==> config.mk <==
export PLATFORM = sky130hd
export DESIGN_NAME = stw_supervisor
export DESIGN_NICKNAME = d
export VERILOG_FILES = /design/src/hw/stw_pkg.sv /design/src/hw/stw_wd_if.sv /design/src/hw/stw_toggle_timer.sv /design/src/hw/stw_supervisor.sv
export SDC_FILE = /design/constraint.sdc
export NUM_CORES = 1
export LEC_CHECK = 0
export ABC_AREA = 1
export BUFFER_PORTS_ARGS = -buffer_cell sky130_fd_sc_hd__buf_4
export CORE_MARGIN = 3
export CORE_UTILIZATION = 57
export DETAILED_ROUTE_END_ITERATION = 10
export MAX_ROUTING_LAYER = met4
export PLACE_DENSITY = 0.85
export SLEW_MARGIN = 20
export SYNTH_ARGS = -nofsm -noshare
export SYNTH_HDL_FRONTEND = slang
export SYNTH_SLANG_ARGS = --single-unit
==> constraint.sdc <==
create_clock -name clk -period 3.12 [get_ports clk]
set_clock_uncertainty 0.05 [all_clocks]
set_input_delay 0.624 -clock clk [delete_from_list [all_inputs] [get_ports clk]]
set_output_delay 0.624 -clock clk [all_outputs]
set_load 0.01 [all_outputs]
==> src/hw/stw_pkg.sv <==
// constants and types shared by the toggle supervisor design
package stw_pkg;

    localparam int CLK_HZ             = 10_000_000;
    localparam int TOGGLE_TIMEOUT_MS  = 327;
    localparam int TOGGLE_TOL_MS      = 16;
    // least time: rounds down, exact at this rate
    localparam int TOGGLE_TIMEOUT_CYC = TOGGLE_TIMEOUT_MS * (CLK_HZ / 1000);
    localparam int WD_CNT_W           = 22;

    localparam int ADDR_W = 8;
    localparam int DATA_W = 32;
    localparam int STRB_W = DATA_W / 8;

    localparam logic [ADDR_W-1:0] OFS_CFG      = 8'h00;
    localparam logic [ADDR_W-1:0] OFS_IDX      = 8'h04;
    localparam logic [ADDR_W-1:0] OFS_STATE    = 8'h08;
    localparam logic [ADDR_W-1:0] OFS_INT_STAT = 8'h0C;
    localparam logic [ADDR_W-1:0] OFS_INT_MASK = 8'h10;

    localparam int CFG_LOCK       = 0;
    localparam int CFG_WD_ACT     = 1;
    localparam int CFG_PORT_GATED = 2;
    localparam int CFG_EXT4       = 3;
    localparam int CFG_EXT_ADDR   = 4;
    localparam int CFG_PROF_LSB   = 8;
    localparam int PROF_W         = 4;
    localparam int CFG_W          = 12;
    localparam logic [CFG_W-1:0] CFG_RST = 12'h000;

    localparam int ID_W         = 4;
    localparam int IDX_USER_LSB = 0;
    localparam int IDX_LOCK_LSB = 4;
    localparam int IDX_W        = 8;
    localparam int ID_AB_BIT    = 3;
    localparam logic [IDX_W-1:0] IDX_RST = 8'h00;

    localparam int STS_DX_DIS = 0;
    localparam int STS_WD_ON  = 1;
    localparam int STS_WD_RUN = 2;
    localparam int STS_NIB    = 3;
    localparam int STS_W      = 4;

    localparam int INT_TRIP   = 0;
    localparam int INT_REJECT = 1;
    localparam int INT_W      = 2;
    localparam logic [INT_W-1:0] INT_RST = 2'h0;

    localparam logic [1:0] RESP_OKAY   = 2'h0;
    localparam logic [1:0] RESP_SLVERR = 2'h2;

    localparam logic [ID_W-1:0] MASK_ALL = 4'hF;
    localparam logic [ID_W-1:0] MASK_LOW = 4'h7;

    typedef enum logic {
        WD_OFF,
        WD_ON
    } stw_wd_state_t;

endpackage

==> src/hw/stw_wd_if.sv <==
// link between supervisor control and the toggle timer
`timescale 1ns/100ps
interface stw_wd_if;
    logic run;
    logic restart;
    logic expired;
    modport ctrl  (output run, output restart, input expired);
    modport timer (input run, input restart, output expired);
endinterface

==> src/hw/stw_toggle_timer.sv <==
// timeout counter of the toggle watchdog
`timescale 1ns/100ps
module stw_toggle_timer
    import stw_pkg::*;
#(
    parameter int unsigned TIMEOUT_CYC = TOGGLE_TIMEOUT_CYC
)
(
    input wire logic clk,
    input wire logic reset_n,
    stw_wd_if.timer  wd
);
    localparam logic [WD_CNT_W-1:0] LAST = WD_CNT_W'(TIMEOUT_CYC - 1);

    logic [WD_CNT_W-1:0] count_ff;
    logic                expired_ff;

    always_ff @(posedge clk or negedge reset_n)
    begin
        if (!reset_n)
            count_ff <= '0;
        else if (!wd.run || wd.restart || count_ff == LAST)
            count_ff <= '0;
        else
            count_ff <= count_ff + 1'b1;
    end

    always_ff @(posedge clk or negedge reset_n)
    begin
        if (!reset_n)
            expired_ff <= 1'b0;
        else
            expired_ff <= wd.run && !wd.restart && count_ff == LAST;
    end

    assign wd.expired = expired_ff;
endmodule // stw_toggle_timer

==> src/hw/stw_supervisor.sv <==
// toggle watchdog and first id extension protection with axi4-lite registers
// Behaviour
// - in extended four-in/four-out mode each output word comes as two nibbles, and the nibble select bit is supervised.
// - the watchdog is enabled by the first data exchange after init, only with a nonzero slave address.
// - any reset and every delete address request disable the watchdog.
// - it runs only in the four-in/four-out profile with the mode bit set and either activation flag condition true.
// - no nibble toggle for the timeout makes an unconditioned reset that also sets the exchange disable flag.
// - after a watchdog reset data exchange stays blocked until a write parameter request arrives.
// - with the lock flag set the id extension answer comes from the locked copy.
// - locked and in extended addressing, answer bit 3 comes from the user copy.
// - locked, a write whose protected bits differ is dropped with no eeprom write and no answer.
// - unlocked, the whole answer comes from the user copy.
// - unlocked, every write is answered and starts an eeprom write.
`timescale 1ns/100ps
module stw_supervisor
    import stw_pkg::*;
#(
    parameter int unsigned WD_TIMEOUT_CYC  = TOGGLE_TIMEOUT_CYC,
    parameter logic [PROF_W-1:0] FOUR_IO_PROFILE = 4'h7 // value arbitrary
)
(
    input  wire logic              clk,
    input  wire logic              reset_n,
    input  wire logic [ADDR_W-1:0] s_axi_awaddr,
    input  wire logic              s_axi_awvalid,
    output logic                   s_axi_awready,
    input  wire logic [DATA_W-1:0] s_axi_wdata,
    input  wire logic [STRB_W-1:0] s_axi_wstrb,
    input  wire logic              s_axi_wvalid,
    output logic                   s_axi_wready,
    output logic [1:0]             s_axi_bresp,
    output logic                   s_axi_bvalid,
    input  wire logic              s_axi_bready,
    input  wire logic [ADDR_W-1:0] s_axi_araddr,
    input  wire logic              s_axi_arvalid,
    output logic                   s_axi_arready,
    output logic [DATA_W-1:0]      s_axi_rdata,
    output logic [1:0]             s_axi_rresp,
    output logic                   s_axi_rvalid,
    input  wire logic              s_axi_rready,
    input  wire logic [4:0]        slave_addr,
    input  wire logic              dx_req,
    input  wire logic              nibble_select_bit,
    input  wire logic              delete_addr_req,
    input  wire logic              write_param_req,
    input  wire logic              read_id1_req,
    input  wire logic              write_id1_req,
    input  wire logic [ID_W-1:0]   write_id1_data,
    input  wire logic              parameter_port_bit_zero,
    output logic                   wd_reset,
    output logic                   data_exchange_disable,
    output logic [ID_W-1:0]        id1_answer,
    output logic                   id1_answer_valid,
    output logic                   id1_write_ack,
    output logic                   eeprom_write,
    output logic [ID_W-1:0]        eeprom_data,
    output logic                   irq
);

    function automatic logic [DATA_W-1:0] apply_strb(
        input logic [DATA_W-1:0] old_w,
        input logic [DATA_W-1:0] new_w,
        input logic [STRB_W-1:0] strb
    );
        logic [DATA_W-1:0] r;
        r = old_w;
        for (int b = 0; b < STRB_W; b++)
            if (strb[b])
                r[b*8 +: 8] = new_w[b*8 +: 8];
        return r;
    endfunction

    function automatic logic addr_known(input logic [ADDR_W-1:0] a);
        return a == OFS_CFG || a == OFS_IDX || a == OFS_STATE
            || a == OFS_INT_STAT || a == OFS_INT_MASK;
    endfunction

    // selector bit stays user owned in extended addressing
    function automatic logic [ID_W-1:0] prot_mask(input logic ext);
        return ext ? MASK_LOW : MASK_ALL;
    endfunction

    stw_wd_if wd ();

    logic                p0_meta_ff;
    logic                p0_sync_ff;
    logic [CFG_W-1:0]    cfg_ff;
    logic [IDX_W-1:0]    idx_ff;
    logic [INT_W-1:0]    int_stat_ff;
    logic [INT_W-1:0]    int_mask_ff;
    stw_wd_state_t       wd_state_ff;
    logic                last_nib_ff;
    logic                dx_disable_ff;
    logic [ID_W-1:0]     id1_answer_ff;
    logic                id1_valid_ff;
    logic                id1_ack_ff;
    logic                eeprom_wr_ff;
    logic [ID_W-1:0]     eeprom_data_ff;
    logic                aw_hold_ff;
    logic [ADDR_W-1:0]   awaddr_ff;
    logic                w_hold_ff;
    logic [DATA_W-1:0]   wdata_ff;
    logic [STRB_W-1:0]   wstrb_ff;
    logic                bvalid_ff;
    logic [1:0]          bresp_ff;
    logic                rvalid_ff;
    logic [DATA_W-1:0]   rdata_ff;
    logic [1:0]          rresp_ff;

    logic                do_write;
    logic [DATA_W-1:0]   rd_word;
    logic [DATA_W-1:0]   mrg_cfg;
    logic [DATA_W-1:0]   mrg_idx;
    logic [DATA_W-1:0]   mrg_mask;
    logic [INT_W-1:0]    int_evt;
    logic [INT_W-1:0]    w1c;
    logic                lock;
    logic                ext_addr;
    logic [ID_W-1:0]     user_id;
    logic [ID_W-1:0]     locked_id;
    logic [ID_W-1:0]     pmask;
    logic                id_accept;
    logic                wd_cond;
    logic                wd_toggle;
    stw_wd_state_t       nxt_wd_state;

    // a pin: two flops before any use
    always_ff @(posedge clk or negedge reset_n)
    begin
        if (!reset_n)
        begin
            p0_meta_ff <= 1'b0;
            p0_sync_ff <= 1'b0;
        end
        else
        begin
            p0_meta_ff <= parameter_port_bit_zero;
            p0_sync_ff <= p0_meta_ff;
        end
    end

    assign lock      = cfg_ff[CFG_LOCK];
    assign ext_addr  = cfg_ff[CFG_EXT_ADDR];
    assign user_id   = idx_ff[IDX_USER_LSB +: ID_W];
    assign locked_id = idx_ff[IDX_LOCK_LSB +: ID_W];
    assign pmask     = prot_mask(ext_addr);

    assign wd_cond = cfg_ff[CFG_PROF_LSB +: PROF_W] == FOUR_IO_PROFILE
                  && cfg_ff[CFG_EXT4]
                  && (cfg_ff[CFG_WD_ACT]
                      || (cfg_ff[CFG_PORT_GATED] && p0_sync_ff));

    assign wd_toggle = dx_req && nibble_select_bit != last_nib_ff;

    assign wd.run     = wd_state_ff == WD_ON && wd_cond;
    assign wd.restart = wd_toggle;

    stw_toggle_timer #(
        .TIMEOUT_CYC (WD_TIMEOUT_CYC)
    ) u_timer (
        .clk     (clk),
        .reset_n (reset_n),
        .wd      (wd.timer)
    );

    always_comb
    begin
        nxt_wd_state = wd_state_ff;
        case (wd_state_ff)
            WD_OFF:
                if (dx_req && slave_addr != '0 && !delete_addr_req)
                    nxt_wd_state = WD_ON;
            WD_ON:
                if (delete_addr_req || wd.expired)
                    nxt_wd_state = WD_OFF;
            default:
                nxt_wd_state = WD_OFF;
        endcase
    end

    always_ff @(posedge clk or negedge reset_n)
    begin
        if (!reset_n)
            wd_state_ff <= WD_OFF;
        else
            wd_state_ff <= nxt_wd_state;
    end

    always_ff @(posedge clk or negedge reset_n)
    begin
        if (!reset_n)
            last_nib_ff <= 1'b0;
        else if (dx_req)
            last_nib_ff <= nibble_select_bit;
    end

    // set wins over the clearing request in the same cycle
    always_ff @(posedge clk or negedge reset_n)
    begin
        if (!reset_n)
            dx_disable_ff <= 1'b0;
        else if (wd.expired)
            dx_disable_ff <= 1'b1;
        else if (write_param_req)
            dx_disable_ff <= 1'b0;
    end

    assign wd_reset              = wd.expired;
    assign data_exchange_disable = dx_disable_ff;

    // compare only the protected part; bit 3 is free in extended mode
    assign id_accept = !lock
                    || (write_id1_data & pmask) == (locked_id & pmask);

    always_ff @(posedge clk or negedge reset_n)
    begin
        if (!reset_n)
        begin
            id1_answer_ff <= '0;
            id1_valid_ff  <= 1'b0;
        end
        else
        begin
            id1_valid_ff <= read_id1_req;
            if (read_id1_req)
                id1_answer_ff <= lock ? ((locked_id & pmask) | (user_id & ~pmask))
                                      : user_id;
        end
    end

    always_ff @(posedge clk or negedge reset_n)
    begin
        if (!reset_n)
        begin
            id1_ack_ff     <= 1'b0;
            eeprom_wr_ff   <= 1'b0;
            eeprom_data_ff <= '0;
        end
        else
        begin
            id1_ack_ff   <= write_id1_req && id_accept;
            eeprom_wr_ff <= write_id1_req && id_accept;
            if (write_id1_req && id_accept)
                eeprom_data_ff <= write_id1_data;
        end
    end

    assign id1_answer       = id1_answer_ff;
    assign id1_answer_valid = id1_valid_ff;
    assign id1_write_ack    = id1_ack_ff;
    assign eeprom_write     = eeprom_wr_ff;
    assign eeprom_data      = eeprom_data_ff;

    // bus write: address and data taken in either order
    assign s_axi_awready = !aw_hold_ff && !bvalid_ff;
    assign s_axi_wready  = !w_hold_ff && !bvalid_ff;
    assign do_write      = aw_hold_ff && w_hold_ff && !bvalid_ff;

    always_ff @(posedge clk or negedge reset_n)
    begin
        if (!reset_n)
        begin
            aw_hold_ff <= 1'b0;
            awaddr_ff  <= '0;
            w_hold_ff  <= 1'b0;
            wdata_ff   <= '0;
            wstrb_ff   <= '0;
        end
        else
        begin
            if (s_axi_awvalid && s_axi_awready)
            begin
                aw_hold_ff <= 1'b1;
                awaddr_ff  <= s_axi_awaddr;
            end
            else if (do_write)
                aw_hold_ff <= 1'b0;
            if (s_axi_wvalid && s_axi_wready)
            begin
                w_hold_ff <= 1'b1;
                wdata_ff  <= s_axi_wdata;
                wstrb_ff  <= s_axi_wstrb;
            end
            else if (do_write)
                w_hold_ff <= 1'b0;
        end
    end

    always_ff @(posedge clk or negedge reset_n)
    begin
        if (!reset_n)
        begin
            bvalid_ff <= 1'b0;
            bresp_ff  <= RESP_OKAY;
        end
        else if (do_write)
        begin
            bvalid_ff <= 1'b1;
            bresp_ff  <= addr_known(awaddr_ff) ? RESP_OKAY : RESP_SLVERR;
        end
        else if (s_axi_bready)
            bvalid_ff <= 1'b0;
    end

    assign s_axi_bvalid = bvalid_ff;
    assign s_axi_bresp  = bresp_ff;

    assign mrg_cfg  = apply_strb(DATA_W'(cfg_ff), wdata_ff, wstrb_ff);
    assign mrg_idx  = apply_strb(DATA_W'(idx_ff), wdata_ff, wstrb_ff);
    assign mrg_mask = apply_strb(DATA_W'(int_mask_ff), wdata_ff, wstrb_ff);

    always_ff @(posedge clk or negedge reset_n)
    begin
        if (!reset_n)
            cfg_ff <= CFG_RST;
        else if (do_write && awaddr_ff == OFS_CFG)
            cfg_ff <= mrg_cfg[CFG_W-1:0];
    end

    // an accepted bus request beats a software write to the user copy
    always_ff @(posedge clk or negedge reset_n)
    begin
        if (!reset_n)
            idx_ff <= IDX_RST;
        else if (write_id1_req && id_accept)
            idx_ff[IDX_USER_LSB +: ID_W] <= write_id1_data;
        else if (do_write && awaddr_ff == OFS_IDX)
            idx_ff <= mrg_idx[IDX_W-1:0];
    end

    always_ff @(posedge clk or negedge reset_n)
    begin
        if (!reset_n)
            int_mask_ff <= INT_RST;
        else if (do_write && awaddr_ff == OFS_INT_MASK)
            int_mask_ff <= mrg_mask[INT_W-1:0];
    end

    always_comb
    begin
        int_evt             = '0;
        int_evt[INT_TRIP]   = wd.expired;
        int_evt[INT_REJECT] = write_id1_req && !id_accept;
    end

    assign w1c = (do_write && awaddr_ff == OFS_INT_STAT && wstrb_ff[0])
               ? wdata_ff[INT_W-1:0] : '0;

    always_ff @(posedge clk or negedge reset_n)
    begin
        if (!reset_n)
            int_stat_ff <= INT_RST;
        else
            int_stat_ff <= (int_stat_ff & ~w1c) | int_evt;
    end

    assign irq = |(int_stat_ff & int_mask_ff);

    always_comb
    begin
        rd_word = '0;
        if (s_axi_araddr == OFS_CFG)
            rd_word = DATA_W'(cfg_ff);
        else if (s_axi_araddr == OFS_IDX)
            rd_word = DATA_W'(idx_ff);
        else if (s_axi_araddr == OFS_STATE)
        begin
            rd_word[STS_DX_DIS] = dx_disable_ff;
            rd_word[STS_WD_ON]  = wd_state_ff == WD_ON;
            rd_word[STS_WD_RUN] = wd.run;
            rd_word[STS_NIB]    = last_nib_ff;
        end
        else if (s_axi_araddr == OFS_INT_STAT)
            rd_word = DATA_W'(int_stat_ff);
        else if (s_axi_araddr == OFS_INT_MASK)
            rd_word = DATA_W'(int_mask_ff);
    end

    assign s_axi_arready = !rvalid_ff;

    always_ff @(posedge clk or negedge reset_n)
    begin
        if (!reset_n)
        begin
            rvalid_ff <= 1'b0;
            rdata_ff  <= '0;
            rresp_ff  <= RESP_OKAY;
        end
        else if (s_axi_arvalid && s_axi_arready)
        begin
            rvalid_ff <= 1'b1;
            rdata_ff  <= rd_word;
            rresp_ff  <= addr_known(s_axi_araddr) ? RESP_OKAY : RESP_SLVERR;
        end
        else if (s_axi_rready)
            rvalid_ff <= 1'b0;
    end

    assign s_axi_rvalid = rvalid_ff;
    assign s_axi_rdata  = rdata_ff;
    assign s_axi_rresp  = rresp_ff;
endmodule // stw_supervisor

Word level (Yosys, flattened, before mapping)
Index checks and enable logic that the tools add are counted.

word-level totals
  register bits after elaboration = 124
  input port bits = 75
  output and inout bits = 55
  word-level logic and storage cells = 139

operators by class
  add/sub/neg operators = 1
  eq/ne operators = 12
  mux-type cells = 27
  bitwise gates (word level) = 11
  reductions and logical operators = 61

operator list
  kind                     count
  $mux W32                 2
  $eq A8 B4 Y1 const B     4
  $mux W28                 1
  $mux W4                  6
  $logic_and A1 B1 Y1      23
  $add A22 B1 Y22 const B  1
  $eq A22 B22 Y1 const B   1
  $mux W22                 1
  $eq A8 B3 Y1 const B     2
  $eq A8 B5 Y1 const B     2
  $logic_not A8 Y1         2
  $reduce_bool A2 Y1       7
  $logic_or A1 B1 Y1       13
  $and A4 B4 Y4            3
  $mux W1                  11
  $mux W2                  5
  $logic_not A1 Y1         9
  $reduce_and A2 Y1        4
  $reduce_bool A5 Y1       1
  $and A2 B2 Y2            2
  $eq A4 B3 Y1 const B     1
  $eq A4 B4 Y1             1
  $not A4 Y4               1
  $or A4 B4 Y4             1
  other kinds (7)          8

Longest topological paths before layout
Gate-level depths: netlist of the first run.

  word-level depth = 8
  depth in mapped cells = 9
  depth with buffers taken out = 9

Hierarchy
From an unflattened synthesis of the first run, not the netlist that was laid out.

second synthesis, totals
  cells, all modules = 608
  area, all modules = 5,124.9 um2

modules (own cells, without submodules)
  module            times used  cells each  area each (um2)  sequential area each (um2)
  stw_supervisor    1           427         3,788.6          1,976.9
  stw_toggle_timer  1           181         1,336.3          575.6

Worst setup path before layout of the first run
OpenSTA, ideal clock, no wires.

  path type = input port to flip-flop
  start = in s_axi_araddr[1]
  end = reg rdata_ff[0], in the netlist s_axi_rdata[0]
  library setup time = 0.116 ns
  arrival time = 1.371 ns
  data required time = 2.954 ns
  setup slack = 1.583 ns
  stages on the path = 8
  path buffers = 0
  cells stage by stage = nor2_1 > inv_1 > nor3_4 > nand2_1 > nor2_1 > nor2_1 > nand2_1 > nand2_1

on the way
  cells in the longest elaborated chain, start to end = 6
  elaborated cells between the ends (all ways) = 10
  those cells by class = eq/ne: 4; mux: 5; reduce/logical: 1

RTL lines
  element               line                   text
  start, declared       stw_supervisor.sv:34   input wire logic [ADDR_W-1:0] s_axi_araddr,
  $eq A8 B5 Y1          stw_supervisor.sv:375  else if (s_axi_araddr == OFS_INT_MASK)
  $mux W2               stw_supervisor.sv:375
  $mux W2               stw_supervisor.sv:373  else if (s_axi_araddr == OFS_INT_STAT)
  $mux W4               stw_supervisor.sv:366  else if (s_axi_araddr == OFS_STATE)
  $mux W32              stw_supervisor.sv:364  else if (s_axi_araddr == OFS_IDX)
  $mux W32 (*)          stw_supervisor.sv:362  if (s_axi_araddr == OFS_CFG)
  end signal, assigned  stw_supervisor.sv:392  rdata_ff <= rd_word;
  end, declared         stw_supervisor.sv:107  logic [DATA_W-1:0] rdata_ff;

Every way passes the cells marked *; elsewhere a longest branch is shown, timed or not.
A chain may end at the register's enable or synchronous reset.

Worst setup path in the final report of the first run
  start = reg u_timer.count_ff[0]
  end = reg u_timer.count_ff[21]

on the way
  cells in the longest elaborated chain, start to end = 3
  elaborated cells between the ends (all ways) = 4
  those cells by class = add/sub: 1; eq/ne: 1; mux: 1; reduce/logical: 1

RTL lines
  element                                                  line                    text
  start, declared                                          stw_toggle_timer.sv:15  logic [WD_CNT_W-1:0] count_ff;
  start signal, assigned                                   stw_toggle_timer.sv:25  count_ff <= count_ff + 1'b1;
  branches (longest 2 deep; another with $add A22 B1 Y22)  n/a
  $mux W22 (*)                                             stw_toggle_timer.sv:22  else if (!wd.run || wd.restart || count_ff == LAST)

Mark *: on every way between the ends.

==> metrics.txt, run 1 <==
status finished, final reports clean; Slew headroom 46.3%; switching part of the total 32.4%; fin crit share 68.8%; die area 9990 µm²; Comb power frac 21.4%; Tmin final 2.15 ns; cell count after synthesis 615; Int Pwr 2.14 mW; Worst setup SP type flip-flop; dpl hpwl 8.62 mm; WL/cell 13.9 µm; vias 4248; initial antenna violation count 0; post-layout total power 3.16 mW; Non-Filler Instances 811; clock sinks 102; commonest non-fill, non-tap cell in the layout nand2_1; pin count of the biggest net entering global routing 60; TritonCTS clock tree done; DRC viols 0; Area contributors post-synth dfrtp_1, nand2_1, nor2_1, nand3_1, inv_1; Worst Setup End Kind flip-flop; CTS HTree Levels 3; sequential fraction of the synthesis area 50.7%; RD Place Congestion 0.928; vias per std cell 5.24; most frequent cells in the layout nand2_1, dfrtp_1, nor2_1, buf_4, inv_1; initial core utilization 60.0%; Peak VDD IR 0.468 mV; Post-CTS Resized 0; Distinct cells, synth 34; Slew Limit Fails 0; fmax 0.466 GHz; crit path max fanout 19; share of the synthesized area in the top cell type 50.7%; io pins 130; IO Port Bufs 85; Setup TNS 0 ns; CTS Hold Bufs 0; share of cells above drive strength 1 19.5%; Root Driver clkbuf_8; total wire length 11.3 mm; Total Routing Usage GR 24.2%; NetSw 1.02 mW; mapped cell area 5030 µm²; Yosys top cell by area dfrtp_1; clock latency on the worst-skew pair 0.36 ns; Flop pwr share 53.1%; Clock Path Buffers 2; diodes inserted 0; CORE AREA 8380 µm²; die width 99.9 µm; first-pass GRT wire length 19.1 mm; Syn Area/Cell 8.18 µm²; # setup viols final 0; #FFs+latches synth 102; CP required 3.33 ns; area grow syn2layout 16.4%; final core occ 69.8%; number of buffers created by CTS 9; CP arrival 2.35 ns; row cnt 33; Nets 777; worst hold slack 0.192 ns; clock group share of total power 25.5%; Initial DRC Count 254; actual slew at the worst max-slew pin 0.802 ns; Pre-antenna DRT Iters 5; Leak 2.83 nW; YS warnings 0; Final Hold Fails 0; Post-DRT Antenna Nets 0; RSZ-0062 raised after global routing false; pwr dens 541 nW/µm²; DIE HEIGHT 99.9 µm; worst min-delay path class input pin to async pin; clk slew on worst S/H paths 0.10 ns; placed insts 795; vias in the first global route 4160; Crit Path Class flip-flop to flip-flop; Max Cap Viol 0; total gr overflow 0; setup bufs post-CTS 0
layer usage:
layer	routed length, µm	track usage [%]
met1	4740	31.4
met2	5580	40.1
met3	753	3.96
met4	174	6.20
met5	0	-
worst max-delay path, stage by stage (launching register included):
cell	delay (ns)
dfrtp_1	0.45
ha_1	0.31
nand3_2	0.18
nor3_1	0.17
nand3_1	0.18
nand2_2	0.36
inv_1	0.19
nand2_1	0.10
nor2_1	0.05
cells by family (layout without fill, tap and decap cells):
family	Yosys count	in the layout	share of synthesized area, %
XOR/XNOR	4	4	0.697
AO/OA/AOI/OAI	63	63	7.21
multiplexers	8	8	1.79
adder cells (fa/ha/maj)	1	1	0.249
flip-flops	102	102	50.7
other	1	22	0.0746
buffers and inverters	102	172	9.92
AND/OR/NAND/NOR	334	334	29.3
synthesized netlist by cell type, drive strengths merged:
| cell type | number |
|---|---|
| a31oi | 5 |
| nor3 | 17 |
| nor3b | 3 |
| buf | 30 |
| conb | 1 |
| ha | 1 |
| nor2 | 93 |
| clkinv | 1 |
| inv | 68 |
| a21oi | 29 |
| nand3 | 55 |
| nand4 | 11 |
| mux2 | 8 |
| o211ai | 1 |
| nand2 | 154 |
| a211oi | 1 |
| clkbuf | 3 |
| xnor2 | 2 |
| o21bai | 1 |
| nor4 | 1 |
| dfrtp | 102 |
| a22o | 1 |
| xor2 | 2 |
| o21ai | 25 |
metrics by stage:
stage               cell area, µm²  worst slack [ns]
floorplan                     5110              1.58
global placement              5670              1.01
detailed placement            5670             0.932
CTS                           5850             0.984
global route                  5850             0.795
finish                        5850             0.974
power groups by stage:
| stage | Combinational, mW | Clock, mW | Sequential, mW |
|---|---|---|---|
| detailed placement | 0.684 | 0 | 1.71 |
| finish | 0.677 | 0.806 | 1.68 |
| global route | 0.768 | 0.883 | 1.70 |
| CTS | 0.686 | 0.826 | 1.68 |
| global placement | 0.655 | 0 | 1.69 |
| floorplan | 0.425 | 0 | 1.68 |
final cells by class:
class | instances | area (µm²)
Timing Repair Buffer | 87 | 666
Inverter | 69 | 259
Fill cell | 644 | 2530
Multi-Input combinational cell | 432 | 2060
Clock buffer | 10 | 138
Sequential cell | 102 | 2550
Clock inverter | 6 | 50.0
Tap cell | 105 | 131
final timing paths:
kind                                         start                    to  slack [ns]  cells after the start
setup / recovery               u_timer.count_ff[0]  u_timer.count_ff[21]        0.97                      8
hold / removal                             reset_n       s_axi_rdata[10]        0.19                      1
setup reg to reg               u_timer.count_ff[0]  u_timer.count_ff[21]        0.97                      8
hold reg to reg                         p0_meta_ff            p0_sync_ff        0.32                      0
max in group asynchronous                  reset_n  u_timer.count_ff[16]        2.13                      2
min in group clk           parameter_port_bit_zero            p0_meta_ff        0.32                      1
registers in the layout, summed over array words and instances, names as in the netlist, 2 cells and up:
register,flops
awaddr_ff,8
idx_ff,8
eeprom_data,4
int_mask_ff,2
wdata_ff,12
int_stat_ff,2
wstrb_ff,2
id1_answer,4
s_axi_rdata,12
cfg_ff,12
u_timer.count_ff,22
(Power assumes the default switching activity.)
==> run 2, diff against run 1 <==
- CORE_UTILIZATION: 57 -> 53
- PLACE_DENSITY: 0.85 -> 0.8
- clock period: 3.12 -> 2.1 ns (I/O delays scaled with it)
==> run 2 against run 1 <==
  * Total power up 53%
  * Critical path depth down 1
  * Global-route usage down 0.29 points
  * Design area up 1.9%
  * Fmax up 13%
  * Worst hold slack worse by 0.086 ns
  * Sequential power up 48%
  * Count of clock-buffer cells in the layout up 1
  * Die area up 7.1%
  * Critical path type unchanged
  * Largest cell class unchanged
==> metrics.txt, run 2 (synthesized netlist as in run 1, its figures left out) <==
status finished, final reports clean; Initial DRC Count 171 (-33%); fin crit share 90.2% (+21 points); Cells on Worst Hold Path 1; die area 10700 µm² (+7.1%); CP arrival 2.10 ns (-0.25 ns); CORE AREA 8980 µm² (+7.1%); Slew Limit Fails 0 (unchanged); worst min-delay path class input pin to flip-flop; pwr dens 813 nW/µm² (+50%); RD Place Congestion 0.875 (-5.7%); FF-to-FF path depth 7 (-1); CTS HTree Levels 3 (unchanged); Leak 2.87 nW (+1.4%); WL/cell 13.9 µm (about the same); final worst setup slack 0.205 ns (-0.770 ns); initial core utilization 56.0% (-4.0 points); R2R Setup Slk 0.20 ns (-0.77 ns); fill cell count 759 (+18%); Tmin final 1.90 ns (-0.250 ns); clock latency on the worst-skew pair 0.37 ns (about the same); vias 4320 (+1.7%); CP startpoint u_timer.count_ff[0]; Biggest register u_timer.count_ff; Post-DRT Antenna Nets 0 (unchanged); vias per std cell 5.15 (-1.7%); CTS Hold Bufs 1 (+1); reg2reg start u_timer.count_ff[0]; Clock Path Buffers 2 (unchanged); pre-CTS setup slack 0.227 ns (-0.705 ns); setup bufs post-CTS 0 (unchanged); total wire length 11.6 mm (+3.4%); WP buf/inv 1 (unchanged); Final Hold Fails 0 (unchanged); # setup viols final 0 (unchanged); Total Routing Usage GR 24.0% (-0.29 points); DIE HEIGHT 103 µm (+3.5%); Non-Filler Instances 839 (+3.5%); Root Driver clkbuf_8; crit path max fanout 11 (-8); row cnt 34 (+3.0%); vias in the first global route 4223 (+1.5%); most frequent cells in the layout nand2_1, dfrtp_1, buf_4, nor2_1, inv_1; IO Port Bufs 85 (unchanged); DRC viols 0 (unchanged); Peak VDD IR 0.577 mV (+23%); fmax 0.528 GHz (+13%); share of cells above drive strength 1 20.2% (+0.65 points); dpl hpwl 9.09 mm (+5.5%); clk slew on worst S/H paths 0.10 ns (about the same); number of flip-flops in the largest register 22 (unchanged); first-pass GRT wire length 19.5 mm (+2.5%); die width 103 µm (+3.5%); number of buffers created by CTS 9 (unchanged); Pre-antenna DRT Iters 4 (-1); Crit Path Class flip-flop to flip-flop; Worst path depth 7 (-1); CP delay by family, top simple AND/OR/NAND/NOR gates; Hold Crit Start parameter_port_bit_zero; Worst setup SP type flip-flop; Nets 784 (+0.90%); io pins 130 (unchanged); Critical-path top delay cell dfrtp_1; Max Cap Viol 0 (unchanged); area grow syn2layout 18.6%; final core occ 66.4% (-3.4 points); placed insts 822 (+3.4%); commonest non-fill, non-tap cell in the layout nand2_1; clock sinks 102 (unchanged); RSZ-0062 raised after global routing false; post-layout total power 4.85 mW (+53%); crit-path max cell delay 0.44 ns (about the same); R2R Path End u_timer.count_ff[5]; total gr overflow 0 (unchanged); Worst Setup End Kind flip-flop; CP cell instances ha_1 -> nand3_2 -> nor3_1 -> nand3_1 -> nand2_2 -> buf_4 -> nor3b_1; WHS Endpoint p0_meta_ff; Setup TNS 0 ns (unchanged); Post-CTS Resized 0 (unchanged); CP required 2.31 ns (-1.02 ns); diodes inserted 0 (unchanged); pin count of the biggest net entering global routing 41 (-32%); initial antenna violation count 0 (unchanged); TritonCTS clock tree done
## run 2: cell count changes in the layout (fill, tap and decap cells not counted), sizes merged
cell / before / now
clkinvlp: 1 / 2
bufinv: 0 / 1
inv: 72 / 70
clkinv: 2 / 1
dlygate4sd3: 0 / 1
buf: 87 / 93
clkbuf: 10 / 11
## run 2: where the power goes
group          internal (mW)  leakage, nW  switching (mW)
clock network          0.629        0.104           0.703
logic                  0.428         1.48           0.593
registers               2.27         1.29           0.220
total                   3.33         2.87            1.52
## run 2: per-layer routing
metal | global-route usage (%) | part of all wire, % | vias to the layer above
li1 | - | - | 2112
met1 | 29.6 | 43 | 2051
met2 | 40.7 | 50 | 133
met3 | 3.35 | 5.0 | 24
met4 | 7.77 | 2.1 | 0
met5 | - | 0 | -
## run 2: final cells by class
| class | instances | area (µm²) | share of cell area, % |
|---|---|---|---|
| flip-flops and latches | 102 | 2550 | 42.8 |
| multi-input cells | 432 | 2060 | 34.5 |
| repair buffers | 94 | 721 | 12.1 |
| inverters | 69 | 259 | 4.34 |
| well taps | 126 | 158 | 2.64 |
| clock buffers | 11 | 151 | 2.54 |
| clock inverters | 5 | 65.1 | 1.09 |
## run 2: how the worst max path moves through the flow
stage	slack, ns	endpoint
5_1_grt	0.04	u_timer.count_ff[6]
2_1_floorplan	0.58	u_timer.count_ff[13]
3_3_place_gp	0.30	u_timer.count_ff[6]
3_5_place_dp	0.23	u_timer.count_ff[5]
6_report	0.20	u_timer.count_ff[5]
4_1_cts	0.21	u_timer.count_ff[5]
## run 2: through the flow
stage	hold slack (ns)	instance area (µm²)
floorplan	0.0744	5110
global placement	0.296	5740
detailed placement	0.294	5740
CTS	0.0993	5960
global route	0.101	5960
finish	0.107	5960
## run 2: worst reg2reg max path, stage by stage, from the launching register on
cell     delay (ns)
dfrtp_1        0.44
ha_1           0.27
nand3_2        0.18
nor3_1         0.24
nand3_1        0.16
nand2_2        0.15
buf_4          0.21
nor3b_1        0.08
